===== src/rtl/fws_regs.svh =====
// offsets, field positions, reset values and timing counts of the flash status poller
`ifndef FWS_REGS_SVH
`define FWS_REGS_SVH

`define FWS_REG_CTRL        4'h0
`define FWS_REG_ADDR        4'h4
`define FWS_REG_DATA        4'h8
`define FWS_REG_STAT        4'hC

`define FWS_CTRL_OP_LSB     0
`define FWS_CTRL_STOP_BIT   2
`define FWS_STAT_BUSY_BIT   16
`define FWS_STAT_RES_LSB    17
`define FWS_STAT_EW_BIT     19
`define FWS_STAT_ABT_BIT    20

`define FWS_BIT_POLL        7
`define FWS_BIT_TOG1        6
`define FWS_BIT_TLIM        5
`define FWS_BIT_EWIN        3
`define FWS_BIT_BABT        1

`define FWS_RESET_CMD       16'h00F0
`define FWS_ADDR_RST        24'h000000
`define FWS_DATA_RST        16'h0000

`define FWS_CLK_PERIOD_NS   4
`define FWS_T_ACC_NS        70
`define FWS_T_WP_NS         40
`define FWS_T_REC_NS        20
`define FWS_ACC_CYC  ((`FWS_T_ACC_NS + `FWS_CLK_PERIOD_NS - 1) / `FWS_CLK_PERIOD_NS)
`define FWS_WP_CYC   ((`FWS_T_WP_NS + `FWS_CLK_PERIOD_NS - 1) / `FWS_CLK_PERIOD_NS)
`define FWS_REC_CYC  ((`FWS_T_REC_NS + `FWS_CLK_PERIOD_NS - 1) / `FWS_CLK_PERIOD_NS)
`define FWS_SYNC_CYC        4

`endif


===== src/rtl/fws_pkg.sv =====
// types shared by the flash status poller
package fws_pkg;
   typedef enum logic [1:0] {
      FWS_OP_WRITE  = 2'h0,
      FWS_OP_READ   = 2'h1,
      FWS_OP_TOGGLE = 2'h2,
      FWS_OP_DPOLL  = 2'h3
   } fws_op_t;

   typedef enum logic [1:0] {
      FWS_RES_NONE  = 2'h0,
      FWS_RES_OK    = 2'h1,
      FWS_RES_FAIL  = 2'h2,
      FWS_RES_ABORT = 2'h3
   } fws_res_t;

   typedef enum logic [7:0] {
      FWS_S_IDLE = 8'h01,
      FWS_S_WR   = 8'h02,
      FWS_S_RD   = 8'h04,
      FWS_S_P1   = 8'h08,
      FWS_S_P2   = 8'h10,
      FWS_S_P3   = 8'h20,
      FWS_S_FIN  = 8'h40,
      FWS_S_RST  = 8'h80
   } fws_state_t;

   typedef enum logic [3:0] {
      FWS_B_IDLE = 4'h1,
      FWS_B_ACT  = 4'h2,
      FWS_B_SMP  = 4'h4,
      FWS_B_REC  = 4'h8
   } fws_bus_t;
endpackage : fws_pkg


===== src/rtl/fws_poll_ctrl.sv =====
// host controller that writes flash commands and runs the status polling procedures
`timescale 1ns/1ps
`include "fws_regs.svh"
module fws_poll_ctrl
   import fws_pkg::*;
(
   input  wire logic        ref_clk,
   input  wire logic        arst_n,
   input  wire logic [3:0]  sw_addr,
   input  wire logic [31:0] sw_wdata,
   input  wire logic        sw_wr,
   input  wire logic        sw_rd,
   output logic      [31:0] sw_rdata,
   output logic      [23:0] flash_addr,
   output logic      [15:0] flash_dq_out,
   input  wire logic [15:0] flash_dq_in,
   output logic             flash_dq_oe_n,
   output logic             flash_ce_n,
   output logic             flash_oe_n,
   output logic             flash_we_n,
   output logic             flash_rst_n
);
   fws_state_t  state;
   fws_state_t  next_state;
   fws_res_t    res;
   fws_res_t    next_res;
   fws_op_t     op;
   fws_op_t     next_op;
   logic [23:0] op_addr;
   logic [23:0] next_addr;
   logic [15:0] op_data;
   logic [15:0] next_data;
   logic [15:0] last_rd;
   logic [15:0] next_last;
   logic [15:0] v_prev;
   logic [15:0] next_prev;
   logic        ew;
   logic        next_ew;
   logic        abort_hold;
   logic        next_abort;
   logic        stop_pend;
   logic        next_stop;
   logic        bc_req;
   logic        next_req;
   logic        bc_we;
   logic        next_we;
   logic [15:0] bc_wdata;
   logic [15:0] next_wd;
   logic [2:0]  npoll;
   logic [2:0]  next_npoll;
   logic [31:0] next_rdata;
   logic        bc_ack;
   logic [15:0] bc_rdata;
   logic [15:0] dq_sync;
   logic        ctrl_wr;
   logic        start;
   logic        still;

   fws_sync3 u_sync (
      .ref_clk (ref_clk),
      .arst_n  (arst_n),
      .din     (flash_dq_in),
      .dout    (dq_sync)
   );

   fws_bus_cycle u_bus (
      .ref_clk       (ref_clk),
      .arst_n        (arst_n),
      .req           (bc_req),
      .we            (bc_we),
      .addr          (op_addr),
      .wdata         (bc_wdata),
      .dq_sync       (dq_sync),
      .ack           (bc_ack),
      .rdata         (bc_rdata),
      .flash_addr    (flash_addr),
      .flash_dq_out  (flash_dq_out),
      .flash_dq_oe_n (flash_dq_oe_n),
      .flash_ce_n    (flash_ce_n),
      .flash_oe_n    (flash_oe_n),
      .flash_we_n    (flash_we_n)
   );

   assign ctrl_wr = sw_wr && (sw_addr == `FWS_REG_CTRL);
   assign start   = ctrl_wr && !sw_wdata[`FWS_CTRL_STOP_BIT] && (state == FWS_S_IDLE);
   // busy means the watched flag moved between two reads, or polling bit still inverted
   assign still   = (op == FWS_OP_TOGGLE) ?
                    (bc_rdata[`FWS_BIT_TOG1] != v_prev[`FWS_BIT_TOG1]) :
                    (bc_rdata[`FWS_BIT_POLL] != op_data[`FWS_BIT_POLL]);

   always_comb
   begin
      next_state = state;
      next_res   = res;
      next_op    = op;
      next_addr  = op_addr;
      next_data  = op_data;
      next_last  = last_rd;
      next_prev  = v_prev;
      next_ew    = ew;
      next_abort = abort_hold;
      next_stop  = stop_pend;
      next_req   = 1'b0;
      next_we    = 1'b0;
      next_wd    = bc_wdata;
      next_npoll = npoll;
      // the address register is frozen while an operation runs
      if (sw_wr && sw_addr == `FWS_REG_ADDR && state == FWS_S_IDLE)
         next_addr = sw_wdata[23:0];
      if (sw_wr && sw_addr == `FWS_REG_DATA && state == FWS_S_IDLE)
         next_data = sw_wdata[15:0];
      if (ctrl_wr && sw_wdata[`FWS_CTRL_STOP_BIT] && state != FWS_S_IDLE)
         next_stop = 1'b1;
      if (bc_ack && npoll != 3'h7)
         next_npoll = npoll + 3'h1;
      case (state)
         FWS_S_IDLE:
         begin
            next_stop = 1'b0;
            if (start)
            begin
               next_op    = fws_op_t'(sw_wdata[`FWS_CTRL_OP_LSB +: 2]);
               next_npoll = 3'h0;
               next_res   = FWS_RES_NONE;
               case (fws_op_t'(sw_wdata[`FWS_CTRL_OP_LSB +: 2]))
                  FWS_OP_WRITE:
                  begin
                     // the abort reset sequence is plain software writes
                     next_abort = 1'b0;
                     next_we    = 1'b1;
                     next_wd    = op_data;
                     next_req   = 1'b1;
                     next_state = FWS_S_WR;
                  end
                  FWS_OP_READ:
                  begin
                     next_req   = 1'b1;
                     next_state = FWS_S_RD;
                  end
                  default:
                  begin
                     // every poll starts over at the first of two reads
                     if (!abort_hold)
                     begin
                        next_req   = 1'b1;
                        next_state = FWS_S_P1;
                     end
                  end
               endcase
            end
         end
         FWS_S_WR:
         begin
            if (bc_ack)
            begin
               next_res   = FWS_RES_OK;
               next_state = FWS_S_IDLE;
            end
         end
         FWS_S_RD:
         begin
            if (bc_ack)
            begin
               next_last  = bc_rdata;
               next_res   = FWS_RES_OK;
               next_state = FWS_S_IDLE;
            end
         end
         FWS_S_P1:
         begin
            if (bc_ack)
            begin
               next_prev = bc_rdata;
               next_last = bc_rdata;
               // the window flag is recorded from the P1 and P2 reads, not from the P3 or FIN read
               next_ew   = bc_rdata[`FWS_BIT_EWIN];
               if (stop_pend)
                  next_state = FWS_S_IDLE;
               else
               begin
                  next_req   = 1'b1;
                  next_state = FWS_S_P2;
               end
            end
         end
         FWS_S_P2:
         begin
            if (bc_ack)
            begin
               next_last = bc_rdata;
               next_ew   = bc_rdata[`FWS_BIT_EWIN];
               next_prev = bc_rdata;
               if (!still)
               begin
                  next_req   = 1'b1;
                  next_state = FWS_S_FIN;
               end
               else if (bc_rdata[`FWS_BIT_BABT])
               begin
                  next_abort = 1'b1;
                  next_res   = FWS_RES_ABORT;
                  next_state = FWS_S_IDLE;
               end
               else if (bc_rdata[`FWS_BIT_TLIM])
               begin
                  next_req   = 1'b1;
                  next_state = FWS_S_P3;
               end
               else if (stop_pend)
                  next_state = FWS_S_IDLE;
               else
               begin
                  next_req   = 1'b1;
                  next_state = FWS_S_P2;
               end
            end
         end
         FWS_S_P3:
         begin
            if (bc_ack)
            begin
               next_last = bc_rdata;
               // a late match of the polling bit still counts as success
               if (!still && op == FWS_OP_DPOLL)
               begin
                  next_req   = 1'b1;
                  next_state = FWS_S_FIN;
               end
               else
               begin
                  next_req   = 1'b1;
                  next_we    = 1'b1;
                  next_wd    = `FWS_RESET_CMD;
                  next_state = FWS_S_RST;
               end
            end
         end
         FWS_S_FIN:
         begin
            // only this read after the flag settled is trusted as array data
            if (bc_ack)
            begin
               next_last  = bc_rdata;
               next_res   = FWS_RES_OK;
               next_state = FWS_S_IDLE;
            end
         end
         FWS_S_RST:
         begin
            if (bc_ack)
            begin
               next_res   = FWS_RES_FAIL;
               next_state = FWS_S_IDLE;
            end
         end
         default: next_state = FWS_S_IDLE;
      endcase
   end

   always_comb
   begin
      next_rdata = 32'h00000000;
      if (sw_rd)
      begin
         case (sw_addr)
            `FWS_REG_ADDR: next_rdata = {8'h00, op_addr};
            `FWS_REG_DATA: next_rdata = {16'h0000, op_data};
            `FWS_REG_CTRL: next_rdata = {30'h00000000, op};
            `FWS_REG_STAT:
            begin
               next_rdata = {16'h0000, last_rd};
               next_rdata[`FWS_STAT_BUSY_BIT]     = (state != FWS_S_IDLE);
               next_rdata[`FWS_STAT_RES_LSB +: 2] = res;
               next_rdata[`FWS_STAT_EW_BIT]       = ew;
               next_rdata[`FWS_STAT_ABT_BIT]      = abort_hold;
            end
            default: next_rdata = 32'h00000000;
         endcase
      end
   end

   always_ff @(posedge ref_clk or negedge arst_n)
   begin
      if (!arst_n)
      begin
         state       <= FWS_S_IDLE;
         res         <= FWS_RES_NONE;
         op          <= FWS_OP_WRITE;
         op_addr     <= `FWS_ADDR_RST;
         op_data     <= `FWS_DATA_RST;
         last_rd     <= 16'h0000;
         v_prev      <= 16'h0000;
         ew          <= 1'b0;
         abort_hold  <= 1'b0;
         stop_pend   <= 1'b0;
         bc_req      <= 1'b0;
         bc_we       <= 1'b0;
         bc_wdata    <= 16'h0000;
         npoll       <= 3'h0;
         sw_rdata    <= 32'h00000000;
         flash_rst_n <= 1'b0;
      end
      else
      begin
         state       <= next_state;
         res         <= next_res;
         op          <= next_op;
         op_addr     <= next_addr;
         op_data     <= next_data;
         last_rd     <= next_last;
         v_prev      <= next_prev;
         ew          <= next_ew;
         abort_hold  <= next_abort;
         stop_pend   <= next_stop;
         bc_req      <= next_req;
         bc_we       <= next_we;
         bc_wdata    <= next_wd;
         npoll       <= next_npoll;
         sw_rdata    <= next_rdata;
         flash_rst_n <= 1'b1;
      end
   end
endmodule : fws_poll_ctrl


===== src/rtl/fws_sync3.sv =====
// three-stage synchroniser for the flash data bus
`timescale 1ns/1ps
module fws_sync3
   import fws_pkg::*;
(
   input  wire logic        ref_clk,
   input  wire logic        arst_n,
   input  wire logic [15:0] din,
   output logic      [15:0] dout
);
   logic [15:0] s1;
   logic [15:0] s2;
   logic [15:0] s3;
   logic [15:0] next_dout;

   // a value counts only once stages two and three agree
   always_comb
   begin
      next_dout = (s2 == s3) ? s3 : dout;
   end

   always_ff @(posedge ref_clk or negedge arst_n)
   begin
      if (!arst_n)
      begin
         s1   <= 16'h0000;
         s2   <= 16'h0000;
         s3   <= 16'h0000;
         dout <= 16'h0000;
      end
      else
      begin
         s1   <= din;
         s2   <= s1;
         s3   <= s2;
         dout <= next_dout;
      end
   end
endmodule : fws_sync3


===== src/rtl/fws_bus_cycle.sv =====
// one asynchronous read or write cycle on the flash pins
`timescale 1ns/1ps
`include "fws_regs.svh"
module fws_bus_cycle
   import fws_pkg::*;
(
   input  wire logic        ref_clk,
   input  wire logic        arst_n,
   input  wire logic        req,
   input  wire logic        we,
   input  wire logic [23:0] addr,
   input  wire logic [15:0] wdata,
   input  wire logic [15:0] dq_sync,
   output logic             ack,
   output logic      [15:0] rdata,
   output logic      [23:0] flash_addr,
   output logic      [15:0] flash_dq_out,
   output logic             flash_dq_oe_n,
   output logic             flash_ce_n,
   output logic             flash_oe_n,
   output logic             flash_we_n
);
   fws_bus_t    bst;
   fws_bus_t    next_bst;
   logic [7:0]  cnt;
   logic [7:0]  next_cnt;
   logic        wr;
   logic        next_wr;
   logic        next_ack;
   logic [15:0] next_rdata;
   logic [23:0] next_faddr;
   logic [15:0] next_fdq;

   always_comb
   begin
      next_bst   = bst;
      next_cnt   = cnt;
      next_wr    = wr;
      next_ack   = 1'b0;
      next_rdata = rdata;
      next_faddr = flash_addr;
      next_fdq   = flash_dq_out;
      case (bst)
         FWS_B_IDLE:
         begin
            if (req)
            begin
               next_wr    = we;
               next_faddr = addr;
               next_fdq   = wdata;
               next_cnt   = we ? 8'(`FWS_WP_CYC) : 8'(`FWS_ACC_CYC);
               next_bst   = FWS_B_ACT;
            end
         end
         FWS_B_ACT:
         begin
            next_cnt = cnt - 8'h01;
            if (cnt == 8'h01)
            begin
               next_cnt = wr ? 8'(`FWS_REC_CYC) : 8'(`FWS_SYNC_CYC);
               next_bst = wr ? FWS_B_REC : FWS_B_SMP;
            end
         end
         FWS_B_SMP:
         begin
            // output enable stays low until the synchroniser has settled
            next_cnt = cnt - 8'h01;
            if (cnt == 8'h01)
            begin
               next_rdata = dq_sync;
               next_cnt   = 8'(`FWS_REC_CYC);
               next_bst   = FWS_B_REC;
            end
         end
         FWS_B_REC:
         begin
            // strobes high here so the toggle flags see a fresh read each time
            next_cnt = cnt - 8'h01;
            if (cnt == 8'h01)
            begin
               next_ack = 1'b1;
               next_bst = FWS_B_IDLE;
            end
         end
         default: next_bst = FWS_B_IDLE;
      endcase
   end

   always_ff @(posedge ref_clk or negedge arst_n)
   begin
      if (!arst_n)
      begin
         bst          <= FWS_B_IDLE;
         cnt          <= 8'h00;
         wr           <= 1'b0;
         ack          <= 1'b0;
         rdata        <= 16'h0000;
         flash_addr   <= `FWS_ADDR_RST;
         flash_dq_out <= `FWS_DATA_RST;
      end
      else
      begin
         bst          <= next_bst;
         cnt          <= next_cnt;
         wr           <= next_wr;
         ack          <= next_ack;
         rdata        <= next_rdata;
         flash_addr   <= next_faddr;
         flash_dq_out <= next_fdq;
      end
   end

   always_ff @(posedge ref_clk or negedge arst_n)
   begin
      if (!arst_n)
      begin
         flash_ce_n    <= 1'b1;
         flash_oe_n    <= 1'b1;
         flash_we_n    <= 1'b1;
         flash_dq_oe_n <= 1'b1;
      end
      else
      begin
         flash_ce_n    <= !(next_bst == FWS_B_ACT || next_bst == FWS_B_SMP);
         flash_oe_n    <= !(!next_wr && (next_bst == FWS_B_ACT || next_bst == FWS_B_SMP));
         flash_we_n    <= !(next_wr && next_bst == FWS_B_ACT);
         flash_dq_oe_n <= !(next_wr && (next_bst == FWS_B_ACT || next_bst == FWS_B_REC));
      end
   end
endmodule : fws_bus_cycle


===== config.mk =====
export PLATFORM = sky130hd
export DESIGN_NAME = fws_poll_ctrl
export DESIGN_NICKNAME = d
export VERILOG_FILES = /design/src/rtl/fws_pkg.sv /design/src/rtl/fws_poll_ctrl.sv /design/src/rtl/fws_sync3.sv /design/src/rtl/fws_bus_cycle.sv
export VERILOG_INCLUDE_DIRS = /design/src /design/src/rtl
export SDC_FILE = /design/constraint.sdc
export NUM_CORES = 1
export LEC_CHECK = 0
export BUFFER_PORTS_ARGS = -buffer_cell sky130_fd_sc_hd__buf_2
export CAP_MARGIN = 15
export CORE_ASPECT_RATIO = 1.4
export CORE_UTILIZATION = 57
export CTS_CLUSTER_SIZE = 14
export DETAILED_ROUTE_END_ITERATION = 6
export PLACE_DENSITY = 0.79
export SLEW_MARGIN = 20
export SYNTH_ARGS = -nofsm -noshare
export SYNTH_HDL_FRONTEND = slang
export SYNTH_SLANG_ARGS = --single-unit

===== constraint.sdc =====
create_clock -name ref_clk -period 2.6 [get_ports ref_clk]
set_input_delay 0 -clock ref_clk [delete_from_list [all_inputs] [get_ports ref_clk]]
set_output_delay 0 -clock ref_clk [all_outputs]
set_load 0.02 [all_outputs]

==> impl_metrics.toml <==
[global_routing]
antenna_found_initial = 0
grt-ovfl-total = 0
grt.total_usage = 0.2435
grt_pass1_vias = 6662
grt_max_degree = 71
grt_pass1_wl_um = 34020

[synthesis]
async_reset_ff_frac = 1.000
synth_area_um2 = 9952
syn_inst = 790
synth_top_family_by_area = "simple AND/OR/NAND/NOR gates"
synth-compound-area-share = 0.07619
yosys-mux-area-fraction = 0.1149
syn_area_per_cell_um2 = 12.60
synth_xor_area_frac = 0.01848
synth_simple_gate_area_frac = 0.1252
seq_area_frac_synth = 0.6369
synth_edf_count = 0
ys.flop_type = "dfrtp_1"
synthAdderAreaFrac = 0.002514
ys_types = 62
ys_seq_elements = 253
yosys_warnings = 0

[final_layout]
num-fill-cells = 1173
antenna_cells = 0
fin_area_um2 = 11970
regArea_um2 = 6339
final_common_cell = "dfrtp_1"
multi_input_comb_area_um2 = 3393
num-nets-final = 1014
final_cell_mix = "247 x dfrtp_1, 151 x nand2_1, 115 x buf_2, 66 x mux2_2, 47 x nor2_1"
drive_above_1_share = 0.2901
areaGrowthSynthToFinish_pct = 20.30
finalNonFillerCells = 1204

[floorplanning]
io_pins = 133
dieWidth_um = 113.7
core_area_um2 = 16890
rows = 56
die_area_um2 = 18000
initial_core_util = 0.5894
dieHeight_um = 158.3

[place]
place.gp.congestion = 0.8455
hpwl_um = 14240
io_buffers = 116
dpl_cell_area_um2 = 10770
dp.cells = 1119

[sta]
min_period_over_period = 0.8458
finalMaxSlewViolations = 0
rsz0062_at_grt = "false"
setup_viol_count_final = 0
min_period_ns = 2.199
relSlewSlack = 0.4118
tightest_slew_ns = 0.8802
finalClockSkew_ns = 0.01862
setup_tns_ns = 0
fmax_ghz = 0.4548
hold_violations = 0

[clock_network]
cts_root_buf = "clkbuf_16"
worstSkewPairLatency_ns = 0.52
max-clock-path-buffers = 3
post_cts_resize_count = 0
clkSinkCount = 253
clk_pin_slew_ns = 0.06
tritoncts.num_buffers = 24
h-tree-depth = 1
tritoncts = "done"

[drt]
vias = 6685
first_pass_iters = 5
drt_iter0_markers = 569
vias_per_cell = 5.552
drtAntennaViolNets = 0
routed_wl_um = 21500
drc_errors = 0
routedWlPerCell_um = 17.86

[run]
drv_cap = 0

[pwr]
power_frac_seq = 0.513
p_clk_frac = 0.367
switching_share = 0.2538
p_int_uw = 6875
combPwrFrac = 0.121
pwr_density_cell_nw_per_um2 = 769.5
leakage_uw = 0.006093
ir_drop_uv = 601.9
switching_power_uw = 2338
power.total_uw = 9213

[status]
status = "finished clean"

[worst_setup_path]
slowest_delay_ns = 0.48
cp-startpoint = "state[7]"
critPathMaxFanout = 17
crit_chain = "nor4_4 -> and3_1 -> nand3_4 -> mux2_4"
critPathTopFamily = "simple AND/OR/NAND/NOR gates"
critPathArrivalTime_ns = 2.60
path_class = "reg2reg"
start_kind = "flip-flop"
worstPathRequired_ns = 3.01
endpoint_kind = "flip-flop"
path_buf_inv = 0
crit_slowest_cell = "nor4_4"
reg2reg_from = "state[7]"

[worst_hold_path]
hold_path.class = "in2async"
==> registers in the layout, summed over array words and instances, names as in the netlist, 2 cells and up <==
signal              count
u_bus.cnt               8
op_data                16
u_bus.flash_dq_out     16
op                      2
u_sync.s1              16
sw_rdata               24
u_bus.rdata            16
v_prev                  2
u_sync.dout            16
u_bus.flash_addr       24
bc_wdata               16
u_sync.s2              16
res                     2
u_bus.bst               4
last_rd                16
u_sync.s3              16
op_addr                24
state                   8
==> synth_stat cells, drive strengths merged, types with 3 or more instances <==
| library cell | n | share of area |
|---|---|---|
| a222oi | 16 | 0.016 |
| a32oi | 3 | 0.0026 |
| nor2b | 6 | 0.0038 |
| nand3 | 8 | 0.0065 |
| dfstp | 6 | 0.016 |
| a22oi | 7 | 0.0053 |
| a31oi | 7 | 0.0044 |
| inv | 8 | 0.0030 |
| nor3 | 7 | 0.0045 |
| or3 | 4 | 0.0025 |
| a2bb2oi | 3 | 0.0026 |
| o22a | 4 | 0.0035 |
| and2 | 5 | 0.0031 |
| dfrtp | 247 | 0.62 |
| a22o | 13 | 0.011 |
| clkbuf | 17 | 0.0065 |
| mux2 | 92 | 0.11 |
| nor4 | 9 | 0.0084 |
| nand2 | 154 | 0.059 |
| buf | 23 | 0.015 |
| nor2 | 48 | 0.018 |
| xnor2 | 4 | 0.0035 |
| nand2b | 3 | 0.0019 |
| o21ai | 21 | 0.011 |
| a21oi | 16 | 0.0080 |
| and3 | 10 | 0.0063 |
| xor2 | 17 | 0.015 |
==> repair_timing <==
item / 4_1_cts / 5_1_grt
hold buffers: 43 / 0
endpoints found under the hold margin: 317 / 0
buffers inserted: 0 / 0
==> stage by stage <==
stage	hold WS (ns)	utilization	setup WS (ns)
3_5_place_dp	-0.02343	0.6380	0.4207
6_report	0.02003	0.7090	0.4010
2_1_floorplan	-0.2956	-	0.6948
4_1_cts	0.03063	0.7090	0.3986
5_1_grt	0.06746	0.7090	0.2997
3_3_place_gp	-0.02463	0.6380	0.4752
==> area by class of cell <==
class,instances,share of cell area
Multi-Input combinational cell,496,0.2834
Timing Repair Buffer,173,0.09614
Tap cell,232,0.02424
Clock buffer,34,0.05748
Sequential cell,253,0.5294
Inverter,8,0.002508
Clock inverter,8,0.006793
==> layer usage <==
layer | vias to the layer above | share of wire | global-route usage
met2 | 228 | 0.52 | 0.4370
met1 | 3331 | 0.40 | 0.2979
met5 | - | 0 | 0
li1 | 3081 | - | -
met4 | 0 | 0.030 | 0.09461
met3 | 45 | 0.049 | 0.03350
==> kinds of logic (layout without fill, tap and decap cells) <==
logic type / Yosys count / count (layout)
AO/OA/AOI/OAI: 103 / 103
XOR/XNOR: 21 / 21
adder cells (fa/ha/maj): 2 / 2
buffers and inverters: 48 / 223
flip-flops: 253 / 253
multiplexers: 93 / 93
other: 2 / 9
AND/OR/NAND/NOR: 268 / 268
==> worst paths after layout <==
path,to,slack (ns),cells after the start
worst max-delay path,op_data[10],0.40,4
worst min-delay path,u_bus.cnt[6],0.02,2
worst max register to register,op_data[10],0.40,4
worst min register to register,u_sync.s2[7],0.35,0
max in group asynchronous,u_bus.bst[0],1.75,3
min in group ref_clk,stop_pend,0.05,5
==> power by group through the flow <==
stage	clock network (uW)	logic, uW	registers, uW
3_5_place_dp	0	1060	4760
6_report	3380	1110	4720
5_1_grt	3570	1210	4760
3_3_place_gp	0	1020	4730
4_1_cts	3450	1120	4710
2_1_floorplan	0	689	4730
==> worst reg2reg max path: stages, from the launching register on <==
cell and delay, ns:
dfrtp_1 0.46, nor4_4 0.48, and3_1 0.40, nand3_4 0.34, mux2_4 0.42
(Power assumes the default switching activity.)
